$ cat config.mk
export PLATFORM = sky130hd
export DESIGN_NAME = memory_word_stack_pop_unit
export DESIGN_NICKNAME = d
export VERILOG_FILES = /design/src/pkg/stack_pop_pkg.sv /design/src/design/memory_word_stack_pop_unit.sv
export SDC_FILE = /design/constraint.sdc
export NUM_CORES = 1
export LEC_CHECK = 0
export ABC_AREA = 1
export BUFFER_PORTS_ARGS = -buffer_cell sky130_fd_sc_hd__buf_2
export CELL_PAD_IN_SITES_DETAIL_PLACEMENT = 1
export CELL_PAD_IN_SITES_GLOBAL_PLACEMENT = 2
export CORE_UTILIZATION = 31
export CTS_BUF_LIST = sky130_fd_sc_hd__clkbuf_4
export DETAILED_ROUTE_END_ITERATION = 16
export GPL_TIMING_DRIVEN = 0
export PLACE_DENSITY_LB_ADDON = 0.1
export SETUP_SLACK_MARGIN = 0.4
export SLEW_MARGIN = 10
export SYNTH_ARGS = -nofsm -noshare
export SYNTH_HDL_FRONTEND = slang
export SYNTH_SLANG_ARGS = --single-unit
$ cat constraint.sdc
create_clock -name clk -period 5.7 [get_ports clk]
set_input_delay 1.14 -clock clk [delete_from_list [all_inputs] [get_ports clk]]
set_output_delay 1.14 -clock clk [all_outputs]
set_load 0.05 [all_outputs]
$ cat src/pkg/stack_pop_pkg.sv
// Package with types and constants for the memory word stack unit
package stack_pop_pkg;
  localparam int WORD_W = 16;
  localparam int ADDR_W = 32;
  // Control word offsets from the stack base word
  localparam logic [ADDR_W-1:0] LAST_LO_OFS = 32'h0000_0000;
  localparam logic [ADDR_W-1:0] LAST_HI_OFS = 32'h0000_0001;
  localparam logic [ADDR_W-1:0] PTR_LO_OFS = 32'h0000_0002;
  localparam logic [ADDR_W-1:0] PTR_HI_OFS = 32'h0000_0003;
  localparam logic [ADDR_W-1:0] DATA_OFS = 32'h0000_0004;
  localparam logic [WORD_W-1:0] ZERO_WORD = 16'h0000;
  localparam logic [ADDR_W-1:0] ZERO_ADDR = 32'h0000_0000;
  localparam logic [ADDR_W-1:0] ONE_ADDR = 32'h0000_0001;

  typedef enum logic [1:0] {
    OP_DEFINE,
    OP_PUSH,
    OP_OLDEST_POP,
    OP_NEWEST_POP
  } op_t;

  // Operation request from the sequencer
  typedef struct packed {
    logic cond;
    logic edge_mode;
    op_t op;
    logic [ADDR_W-1:0] base;
    logic [WORD_W-1:0] len;
    logic [WORD_W-1:0] src;
  } op_req_t;

  // Memory request toward the data memory
  typedef struct packed {
    logic rd;
    logic wr;
    logic [ADDR_W-1:0] addr;
    logic [WORD_W-1:0] wdata;
  } mem_req_t;
endpackage

$ cat src/design/memory_word_stack_pop_unit.sv
// Stack engine that defines, pushes and pops a word stack in data memory
//
// Overview of operation
// - Oldest pop reads first data word
// - Oldest pop decrements pointer, shifts data down
// - Oldest pop leaves old pointer word intact
// - Pop underflow sets error flag, else clears
// - Newest pop reads pointer word, decrements pointer
// - Newest pop leaves read word unmodified
// - First four base words are control words
// - Data sits from base+4 to last word
// - Run every cycle or on rising edge
// - Push writes pointer word, increments pointer
// - Push beyond last word sets error flag
// - Define zeroes data, pointer to first data
// - Last address and pointer span two words
`timescale 1ns/100ps
module memory_word_stack_pop_unit
(
  input wire logic clk,
  input wire logic rst,
  input stack_pop_pkg::op_req_t req,
  output logic busy,
  output logic done,
  output stack_pop_pkg::mem_req_t mem,
  input wire logic [stack_pop_pkg::WORD_W-1:0] mem_rdata,
  output logic [stack_pop_pkg::WORD_W-1:0] dest_word,
  output logic dest_valid,
  output logic error_flag
);
  import stack_pop_pkg::*;

  typedef enum logic [3:0] {
    S_IDLE, S_RD_LL, S_RD_LH, S_RD_PL, S_RD_PH, S_DECIDE,
    S_ZERO, S_SHIFT_RD, S_SHIFT_WR, S_DATA, S_WR_PL, S_WR_PH, S_WR_LL, S_WR_LH, S_DONE
  } state_t;

  state_t state, next_state;
  op_t op, next_op;
  logic [ADDR_W-1:0] base, next_base;
  logic [ADDR_W-1:0] last, next_last;
  logic [ADDR_W-1:0] ptr, next_ptr;
  logic [ADDR_W-1:0] cur, next_cur;
  logic [WORD_W-1:0] src, next_src;
  logic [WORD_W-1:0] next_dest;
  logic next_dest_valid, next_error;
  logic cond_q, next_cond_q;
  logic start;

  // Word address relative to the stack base
  function automatic logic [ADDR_W-1:0] at(input logic [ADDR_W-1:0] b,
                                            input logic [ADDR_W-1:0] ofs);
    return b + ofs;
  endfunction

  // Level mode triggers every idle cycle, edge mode only on a rise
  assign start = req.cond & (~req.edge_mode | ~cond_q);
  assign busy = (state != S_IDLE);
  assign done = (state == S_DONE);

  // Next state and datapath for the whole sequence
  always_comb begin
    next_state = state;
    next_op = op;
    next_base = base;
    next_last = last;
    next_ptr = ptr;
    next_cur = cur;
    next_src = src;
    next_dest = dest_word;
    next_dest_valid = 1'b0;
    next_error = error_flag;
    next_cond_q = req.cond;
    mem = '0;
    case (state)
      S_IDLE: begin
        // Requests during a sequence are ignored, so each op is atomic
        if (start) begin
          next_op = req.op;
          next_base = req.base;
          next_src = req.src;
          if (req.op == OP_DEFINE) begin
            next_last = at(req.base, {16'h0000, req.len} - ONE_ADDR);
            next_cur = at(req.base, DATA_OFS);
            next_state = S_ZERO;
          end else begin
            next_state = S_RD_LL;
          end
        end
      end
      S_RD_LL: begin
        mem.rd = 1'b1;
        mem.addr = at(base, LAST_LO_OFS);
        next_state = S_RD_LH;
      end
      S_RD_LH: begin
        next_last[WORD_W-1:0] = mem_rdata;
        mem.rd = 1'b1;
        mem.addr = at(base, LAST_HI_OFS);
        next_state = S_RD_PL;
      end
      S_RD_PL: begin
        next_last[ADDR_W-1:WORD_W] = mem_rdata;
        mem.rd = 1'b1;
        mem.addr = at(base, PTR_LO_OFS);
        next_state = S_RD_PH;
      end
      S_RD_PH: begin
        next_ptr[WORD_W-1:0] = mem_rdata;
        mem.rd = 1'b1;
        mem.addr = at(base, PTR_HI_OFS);
        next_state = S_DECIDE;
      end
      S_DECIDE: begin
        next_ptr[ADDR_W-1:WORD_W] = mem_rdata;
        if (op == OP_PUSH) begin
          // Pointer past the last data word means no room left
          next_error = ({mem_rdata, ptr[WORD_W-1:0]} > last);
        end else begin
          // Empty stack: pointer not above the first data word
          next_error = ({mem_rdata, ptr[WORD_W-1:0]} <= at(base, DATA_OFS));
        end
        // A failed check moves no data and leaves the stored pointer alone
        next_state = next_error ? S_DONE : S_DATA;
      end
      S_DATA: begin
        if (op == OP_PUSH) begin
          mem.wr = 1'b1;
          mem.addr = ptr;
          mem.wdata = src;
          next_ptr = ptr + ONE_ADDR;
          next_state = S_WR_PL;
        end else if (op == OP_NEWEST_POP) begin
          // Read only; the word stays in memory
          mem.rd = 1'b1;
          mem.addr = ptr;
          next_ptr = ptr - ONE_ADDR;
          next_cur = ZERO_ADDR;
          next_state = S_SHIFT_RD;
        end else begin
          mem.rd = 1'b1;
          mem.addr = at(base, DATA_OFS);
          next_cur = at(base, DATA_OFS) + ONE_ADDR;
          next_ptr = ptr - ONE_ADDR;
          next_state = S_SHIFT_RD;
        end
      end
      S_SHIFT_RD: begin
        // First cycle here captures the popped word
        if (cur == ZERO_ADDR || cur == at(base, DATA_OFS) + ONE_ADDR) begin
          next_dest = mem_rdata;
        end
        if (op == OP_NEWEST_POP) begin
          next_state = S_WR_PL;
        end else if (cur >= ptr + ONE_ADDR) begin
          // Word at the old pointer is never written by the shift
          next_state = S_WR_PL;
        end else begin
          mem.rd = 1'b1;
          mem.addr = cur;
          next_state = S_SHIFT_WR;
        end
      end
      S_SHIFT_WR: begin
        // Move each remaining word one place toward the base
        mem.wr = 1'b1;
        mem.addr = cur - ONE_ADDR;
        mem.wdata = mem_rdata;
        next_cur = cur + ONE_ADDR;
        next_state = S_SHIFT_RD;
      end
      S_ZERO: begin
        if (cur > last) begin
          next_ptr = at(base, DATA_OFS);
          next_error = 1'b0;
          next_state = S_WR_PL;
        end else begin
          mem.wr = 1'b1;
          mem.addr = cur;
          mem.wdata = ZERO_WORD;
          next_cur = cur + ONE_ADDR;
        end
      end
      S_WR_PL: begin
        mem.wr = 1'b1;
        mem.addr = at(base, PTR_LO_OFS);
        mem.wdata = ptr[WORD_W-1:0];
        next_state = S_WR_PH;
      end
      S_WR_PH: begin
        mem.wr = 1'b1;
        mem.addr = at(base, PTR_HI_OFS);
        mem.wdata = ptr[ADDR_W-1:WORD_W];
        // Only define records the last word address; push and pop just read it
        next_state = (op == OP_DEFINE) ? S_WR_LL : S_DONE;
      end
      S_WR_LL: begin
        mem.wr = 1'b1;
        mem.addr = at(base, LAST_LO_OFS);
        mem.wdata = last[WORD_W-1:0];
        next_state = S_WR_LH;
      end
      S_WR_LH: begin
        mem.wr = 1'b1;
        mem.addr = at(base, LAST_HI_OFS);
        mem.wdata = last[ADDR_W-1:WORD_W];
        next_state = S_DONE;
      end
      S_DONE: begin
        next_dest_valid = ~error_flag &
                          ((op == OP_OLDEST_POP) | (op == OP_NEWEST_POP));
        next_state = S_IDLE;
      end
      default: begin
        next_state = S_IDLE;
      end
    endcase
  end

  // State registers
  always_ff @(posedge clk or posedge rst) begin
    if (rst) begin
      state <= S_IDLE;
      op <= OP_DEFINE;
      base <= ZERO_ADDR;
      last <= ZERO_ADDR;
      ptr <= ZERO_ADDR;
      cur <= ZERO_ADDR;
      src <= ZERO_WORD;
      dest_word <= ZERO_WORD;
      dest_valid <= 1'b0;
      error_flag <= 1'b0;
      cond_q <= 1'b0;
    end else begin
      state <= next_state;
      op <= next_op;
      base <= next_base;
      last <= next_last;
      ptr <= next_ptr;
      cur <= next_cur;
      src <= next_src;
      dest_word <= next_dest;
      dest_valid <= next_dest_valid;
      error_flag <= next_error;
      cond_q <= next_cond_q;
    end
  end

  // Oldest pop reads the first data word right after the checks pass
  a_oldest_read_addr: assert property (@(posedge clk) disable iff (rst)
    (state == S_DATA && op == OP_OLDEST_POP) |-> (mem.rd && mem.addr == base + DATA_OFS))
    else $error("oldest pop read wrong address");

  // Pop never writes the word at its original pointer
  a_old_ptr_kept: assert property (@(posedge clk) disable iff (rst)
    (mem.wr && (op == OP_OLDEST_POP) && state == S_SHIFT_WR) |-> (mem.addr < ptr + ONE_ADDR))
    else $error("shift overwrote old pointer word");

  // Underflow result, worked from the full pointer just read back
  a_pop_underflow: assert property (@(posedge clk) disable iff (rst)
    (state == S_DECIDE && op != OP_PUSH && op != OP_DEFINE) |=>
      (error_flag == ({$past(mem_rdata), $past(ptr[WORD_W-1:0])} <= $past(base) + DATA_OFS)))
    else $error("underflow flag wrong");

  // Newest pop never writes to data memory except pointer words
  a_newest_no_write: assert property (@(posedge clk) disable iff (rst)
    (op == OP_NEWEST_POP && mem.wr) |-> (state == S_WR_PL || state == S_WR_PH))
    else $error("newest pop wrote data");

  // Newest pop decrements the pointer by exactly one
  a_newest_dec: assert property (@(posedge clk) disable iff (rst)
    (state == S_DATA && op == OP_NEWEST_POP) |=> (ptr == $past(ptr) - ONE_ADDR))
    else $error("newest pop pointer not decremented");

  // Push increments and writes the source at the pointer
  a_push_write: assert property (@(posedge clk) disable iff (rst)
    (state == S_DATA && op == OP_PUSH) |-> (mem.wr && mem.addr == ptr && mem.wdata == src)
      ##1 (ptr == $past(ptr) + ONE_ADDR))
    else $error("push write or increment wrong");

  // Edge mode does not retrigger while condition stays high
  a_edge_once: assert property (@(posedge clk) disable iff (rst)
    (state == S_IDLE && req.cond && req.edge_mode && cond_q) |=> (state == S_IDLE))
    else $error("edge mode retriggered");

  // Requests arriving during a sequence leave the taken operation alone
  a_atomic_op: assert property (@(posedge clk) disable iff (rst)
    busy |=> (op == $past(op) && base == $past(base) && src == $past(src)))
    else $error("request taken while busy");

  // Define clears the error flag and sets pointer to first data word
  a_define_ptr: assert property (@(posedge clk) disable iff (rst)
    (state == S_ZERO && cur > last) |=> (ptr == base + DATA_OFS && !error_flag))
    else $error("define pointer wrong");
endmodule

==> results of run 1 <==
-- cells by family (layout without fill, tap and decap cells) --
kind of cell	count (synthesis)	in the layout
XOR/XNOR	82	82
multiplexers	8	8
AND/OR/NAND/NOR	1681	1681
buffers and inverters	541	794
AO/OA/AOI/OAI	801	801
flip-flops	169	169
other	0	5
adder cells (fa/ha/maj)	174	174
-- final timing paths --
check                           slack, ns                       end                     start
max in group asynchronous            4.14        ptr[1]$_DFFE_PP0P_                       rst
min in group clk                     0.43          cond_q$_DFF_PP0_                   req[67]
worst max register to register       0.60      state[2]$_DFFE_PP0P_       base[2]$_DFFE_PP0P_
worst min register to register       0.50  dest_word[6]$_DFFE_PP0P_  dest_word[6]$_DFFE_PP0P_
worst max-delay path                -1.29                   mem[41]        ptr[6]$_DFFE_PP0P_
worst min-delay path                 0.33  dest_word[5]$_DFFE_PP0P_                       rst
-- area by class of cell --
class	count	area (um2)	area share (%)
Multi-Input combinational cell	2746	16000	62.8
Sequential cell	169	4240	16.6
Timing Repair Buffer	220	1660	6.49
Inverter	428	1620	6.36
Tap cell	931	1160	4.56
Buffer	113	522	2.04
Clock buffer	18	135	0.529
Clock inverter	14	131	0.514
Timing Repair inverter	1	16.3	0.0637
Antenna cell	5	12.5	0.0490
-- worst reg2reg max path: cells and delay by family (launching register included) --
kind,cells,cell delay (ns)
AND/OR/NAND/NOR,14,2.47
AO/OA/AOI/OAI,2,0.62
buffers and inverters,3,0.68
adder cells (fa/ha/maj),1,0.34
flip-flops,1,0.52
XOR/XNOR,1,0.36
-- sequential cells by signal, summed over array words and instances, names as in the netlist --
name,count
base,32
cur,32
last,32
ptr,32
dest_word,16
src,16
state,4
op,2
cond_q,1
dest_valid,1
error_flag,1
-- metrics by stage --
stage	setup WS [ns]	total power, uW	cells
2_1_floorplan	0.271	9010	3456
3_3_place_gp	-1.95	13200	4542
3_5_place_dp	-2.02	13500	4549
4_1_cts	-1.18	15200	4617
5_1_grt	-1.36	16700	4643
6_report	-1.29	15900	4645
-- cells in the final DEF (no fill, tap or decap), types with 8 or more instances in the layout --
cell	Yosys	layout
o21ai_0	303	281
buf_6	1	33
nor3_1	66	62
inv_1	406	403
clkbuf_4	0	19
o2111ai_1	17	9
nand2_1	802	791
a31oi_1	18	18
o211ai_1	45	45
xnor2_1	12	12
o221ai_1	29	26
clkbuf_1	96	90
o22ai_1	51	51
nor4_1	27	26
a41oi_1	9	9
nand4_1	69	69
dfrtp_1	169	163
buf_2	9	132
a211oi_1	12	12
or2_2	8	8
nand3_2	5	9
nand2_2	35	42
mux2_2	8	8
o21ai_4	0	17
nand3_1	233	225
nand2_4	17	21
nor2_1	355	337
xor2_1	70	61
buf_4	1	52
a21oi_1	248	239
nor2_2	27	36
nor2_4	16	25
inv_2	14	14
a221oi_1	17	17
ha_1	172	170
buf_12	0	10
-- per-layer routing --
layer,global-route usage [%],wire length (um)
met4,17.0,6660
met1,57.3,64700
met2,59.4,60900
met3,8.34,13100
met5,0,41
-- power groups by stage --
stage | combinational, uW | clock [uW] | sequential (uW)
2_1_floorplan | 6830 | 0 | 2180
5_1_grt | 13200 | 892 | 2630
3_3_place_gp | 10600 | 0 | 2590
6_report | 12500 | 861 | 2600
3_5_place_dp | 10900 | 0 | 2610
4_1_cts | 11800 | 875 | 2570
-- what timing repair did --
action | 4_1_cts | 5_1_grt
endpoints found under the setup margin | 54 | 40
gates resized for setup | 172 | 54
setup buffers | 33 | 23
hold buffers | 0 | 0
gates cloned | 3 | 0
pin swaps | 32 | 35
==> flow_metrics.tcl, run 1 <==
set metrics [dict create \
    placed_area_um2 23700 \
    cts_root_buffer "clkbuf_4" \
    drive_gt1_share_pct 14.0 \
    fin_ws_ns -1.29 \
    power.density_nw_per_um2 624 \
    synthTopCellsByArea "dfrtp_1 20%, nand2_1 14%, ha_1 10%, inv_1 7.1%, o21ai_0 7.1%" \
    synth_compound_area_share_pct 21.8 \
    hp-class "in2async" \
    syn_to_final_growth_pct 18.8 \
    grt_pass1_wl_mm 201 \
    synth_edf_count 0 \
    mappedNetlistArea_um2 21500 \
    cpMaxStageDelayCell "dfrtp_1" \
    drcViolationCount 0 \
    finalCritPeriodShare_pct 123 \
    placement.io_buffers 155 \
    final_area_um2 25500 \
    yosysUniqueCellTypes 65 \
    critPathBufInv 7 \
    die_height_um 265 \
    ys_seq_elements 169 \
    run_status "finished with violations" \
    worstMarginPinSlew_ns 1.53 \
    cpPeakStageDelay_ns 0.52 \
    die_area_um2 70400 \
    sequentialPowerShare_pct 16.3 \
    cts.path.max_buffers 2 \
    clk_pin_slew_ns 0.20 \
    drt_wl_total_mm 145 \
    slew_headroom_pct -1.67 \
    final_max_slew_viol_count 12 \
    clkPwrFrac_pct 5.4 \
    reg2reg_depth 21 \
    wl_per_cell_um 31.3 \
    antenna_found_initial 9 \
    grt_pass1_vias 26700 \
    synth_mux_area_share_pct 0.419 \
    pwr-share-comb_pct 78.3 \
    yosysWarnings 0 \
    syn-num-nets 3716 \
    violations "capacitance limit, slew limit, setup timing" \
    holdWs_ns 0.331 \
    yosysMostFrequentCell "nand2_1" \
    ant_nets 0 \
    cp_num_cells 25 \
    worst_path_dominant_cell_family "simple AND/OR/NAND/NOR gates" \
    die_x_um 265 \
    grt_start_max_net_pins 34 \
    worstPathArrival_ns 5.85 \
    post-route-util_pct 37.2 \
    fill_cells 8941 \
    finalSetupTns_ns -38.51 \
    gp_congestion 1.03 \
    p_switching_uw 10600 \
    core_um2 68600 \
    synth_fa_ha_area_share_pct 10.2 \
    synthFlopType "dfrtp_1" \
    overflow 0 \
    final-setup-viol-count 33 \
    dpl.hpwl_mm 120 \
    async_flop_share_pct 100 \
    yosysSeqAreaShare_pct 19.7 \
    hold_viol 0 \
    worst-setup-path-type "reg2out" \
    worstPathMaxFanout 7 \
    first_pass_iters 6 \
    ir_drop_v 0.000387 \
    synth_top_family_by_area "simple AND/OR/NAND/NOR gates" \
    synth_xor_area_share_pct 3.34 \
    rsz0062_at_grt "true" \
    synth.top_cells.by_count "802 x nand2_1, 406 x inv_1, 355 x nor2_1, 303 x o21ai_0, 248 x a21oi_1" \
    cts_tree "done" \
    crit_path_start_kind "flop" \
    syn_area_per_cell_um2 6.22 \
    worst_ep_required_time_ns 4.56 \
    numCtsBuffers 17 \
    p_sw_share_pct 66.3 \
    synthSimpleGateAreaFrac_pct 35.0 \
    row_count 96 \
    num_vias 27800 \
    max_freq_mhz 143 \
    p_leak_uw 0.0115 \
    htree_levels 4 \
    worstSkewPairLatency_ns 0.84 \
    grt.total_usage_pct 40.6 \
    p_int_uw 5380 \
    start_util_pct 31.4 \
    first_iter_violations 3460 \
    synth_area_leader_cell "dfrtp_1" \
    synth_top_area_share_pct 19.7 \
    syn_inst 3456 \
    crit_path_end_kind "output port" \
    max-cap-violations 1 \
    final_nets 3956 \
    fin_skew_ns 0.0620 \
    io_pins 156 \
    viasPerCell 5.98 \
    cts.sinks 169 \
    final.min_clock_period_ns 6.99 \
]
(Power assumes the default switching activity.)
==> run 2: changes to the inputs <==
Settings changed: CORE_ASPECT_RATIO set to 1.25.
==> flow_metrics.tcl, run 2 (same netlist as run 1, synthesis figures left out) <==
set metrics [dict create \
    cpMaxStageDelayCell "dfrtp_1" \
    gp_congestion 1.02 \
    cts.path.max_buffers 2 \
    hp-class "in2async" \
    holdWs_ns 0.410 \
    violations "setup timing" \
    grt_start_max_net_pins 38 \
    io_pins 156 \
    crit_path_start_kind "flop" \
    max_freq_mhz 144 \
    htree_levels 4 \
    mostFrequentLayoutCell "nand2_1" \
    final_max_slew_viol_count 0 \
    ant_nets 0 \
    power.density_nw_per_um2 618 \
    final_cell_mix "792 x nand2_1, 400 x inv_1, 336 x nor2_1" \
    path_cells "nand3_4 > nor2_4 > nand3_4 > nor2_4 > nand3_4 > nor3_4 > nand4_1 > nor2_2 > xor2_2 > ha_1 > nand2_2 > o21ai_2 > nand4_1 > o211ai_1 > a21oi_2 > nand4_1 > nor3_4 > nor2_4 > clkinv_4 > a21oi_2 > o211ai_1 > buf_4" \
    cts_tree "done" \
    dpl_worst_slack_ns -2.28 \
    finalCritPeriodShare_pct 122 \
    worstPathMaxFanout 9 \
    antenna_found_initial 2 \
    dpl.hpwl_mm 120 \
    slew_headroom_pct 11.3 \
    worst_ep_required_time_ns 4.56 \
    first_pass_iters 6 \
    worstSkewPairLatency_ns 0.83 \
    viasPerCell 5.88 \
    overflow 0 \
    die_x_um 238 \
    rsz0062_at_grt "true" \
    worstPathArrival_ns 5.80 \
    p_leak_uw 0.0115 \
    syn_to_final_growth_pct 18.7 \
    final-setup-viol-count 33 \
    final_nets 3953 \
    cts_root_buffer "clkbuf_4" \
    grt.total_usage_pct 41.0 \
    holdBufCountCts 0 \
    drcViolationCount 0 \
    drt_wl_total_mm 145 \
    start_util_pct 31.4 \
    cts.sinks 169 \
    worstMarginPinSlew_ns 1.33 \
    num_vias 27200 \
    ir_drop_v 0.000710 \
    row_count 107 \
    drive_gt1_share_pct 13.9 \
    die_height_um 296 \
    max-cap-violations 0 \
    clk_pin_slew_ns 0.19 \
    die_area_um2 70400 \
    run_status "finished with violations" \
    placement.io_buffers 155 \
    final.min_clock_period_ns 6.94 \
    hold_viol 0 \
    grt_pass1_vias 28000 \
    first_iter_violations 2159 \
    wl_per_cell_um 31.3 \
    fin_ws_ns -1.24 \
    crit_path_end_kind "output port" \
    cpPeakStageDelay_ns 0.78 \
    worst-setup-path-type "reg2out" \
    grt_pass1_wl_mm 202 \
    core_um2 68400 \
    numCtsBuffers 17 \
    fin_skew_ns 0.0319 \
]
## run 2: cell count changes in the layout (fill, tap and decap cells not counted), sizes merged
cell	previous run	this run
buf	236	233
inv	425	418
clkinv	12	16
diode	5	1
bufinv	0	4
clkbuf	115	114
clkinvlp	6	5
## run 2: layout make-up
type | instances | area [um2]
clock buffer | 17 | 128
antenna | 1 | 2.50
buffer | 113 | 522
timing repair buffer | 217 | 1590
timing repair inverter | 1 | 16.3
tap | 926 | 1160
inverter | 428 | 1630
clock inverter | 14 | 196
sequential | 169 | 4230
multi-input combinational | 2746 | 16000
fill | 8929 | 42900
## run 2: final timing paths
kind,startpoint,end,slack [ns],depth (start not counted)
min in group clk,req[67],cond_q$_DFF_PP0_,0.42,1
max,ptr[4]$_DFFE_PP0P_,mem[44],-1.24,22
max in group asynchronous,rst,last[21]$_DFFE_PP0P_,4.34,4
min reg2reg,dest_word[8]$_DFFE_PP0P_,dest_word[8]$_DFFE_PP0P_,0.49,2
min,rst,cur[5]$_DFFE_PP0P_,0.41,2
max reg2reg,base[2]$_DFFE_PP0P_,state[1]$_DFFE_PP0P_,0.72,20
## run 2: through the flow
| step | TNS (ns) | util, % | cell area [um2] | total power, uW | cells |
|---|---|---|---|---|---|
| 6_report | -36.91 | 37.3 | 25500 | 15800 | 4632 |
| 4_1_cts | -38.37 | 36.5 | 25000 | 15100 | 4606 |
| 3_5_place_dp | -60.12 | 34.7 | 23700 | 13400 | 4544 |
| 3_3_place_gp | -60.44 | 34.4 | 23600 | 13100 | 4537 |
| 2_1_floorplan | 0 | - | 21600 | 9010 | 3456 |
| 5_1_grt | -42.74 | 37.3 | 25500 | 16600 | 4632 |
## run 2: worst max-delay path: cells and delay by family, from the launching register on
kind,cells,cell delay [ns]
xor gates and xnor gates,1,0.22
buffers and inverters,2,0.43
adders and majority gates,1,0.27
and+or+nand+nor,13,2.30
DFF,1,0.78
AOI/OAI and AO/OA,5,0.96
## run 2: what timing repair did
item	CTS	global route
gates resized for setup	164	64
pin swaps	23	41
endpoints found under the setup margin	54	39
setup buffers	29	25
cloned	2	0
## run 2: power breakdown
part	internal, uW	switching (uW)
combinational	3410	8810
sequential	1730	857
clock	351	619
total	5490	10300
## run 2: layer usage
layer	track usage (%)	part of all wire, %	vias up
li1	-	-	12200
met1	44.6	37	13400
met2	69.5	47	1134
met3	5.95	5.3	441
met4	36.9	10	2
met5	0	0.0090	-
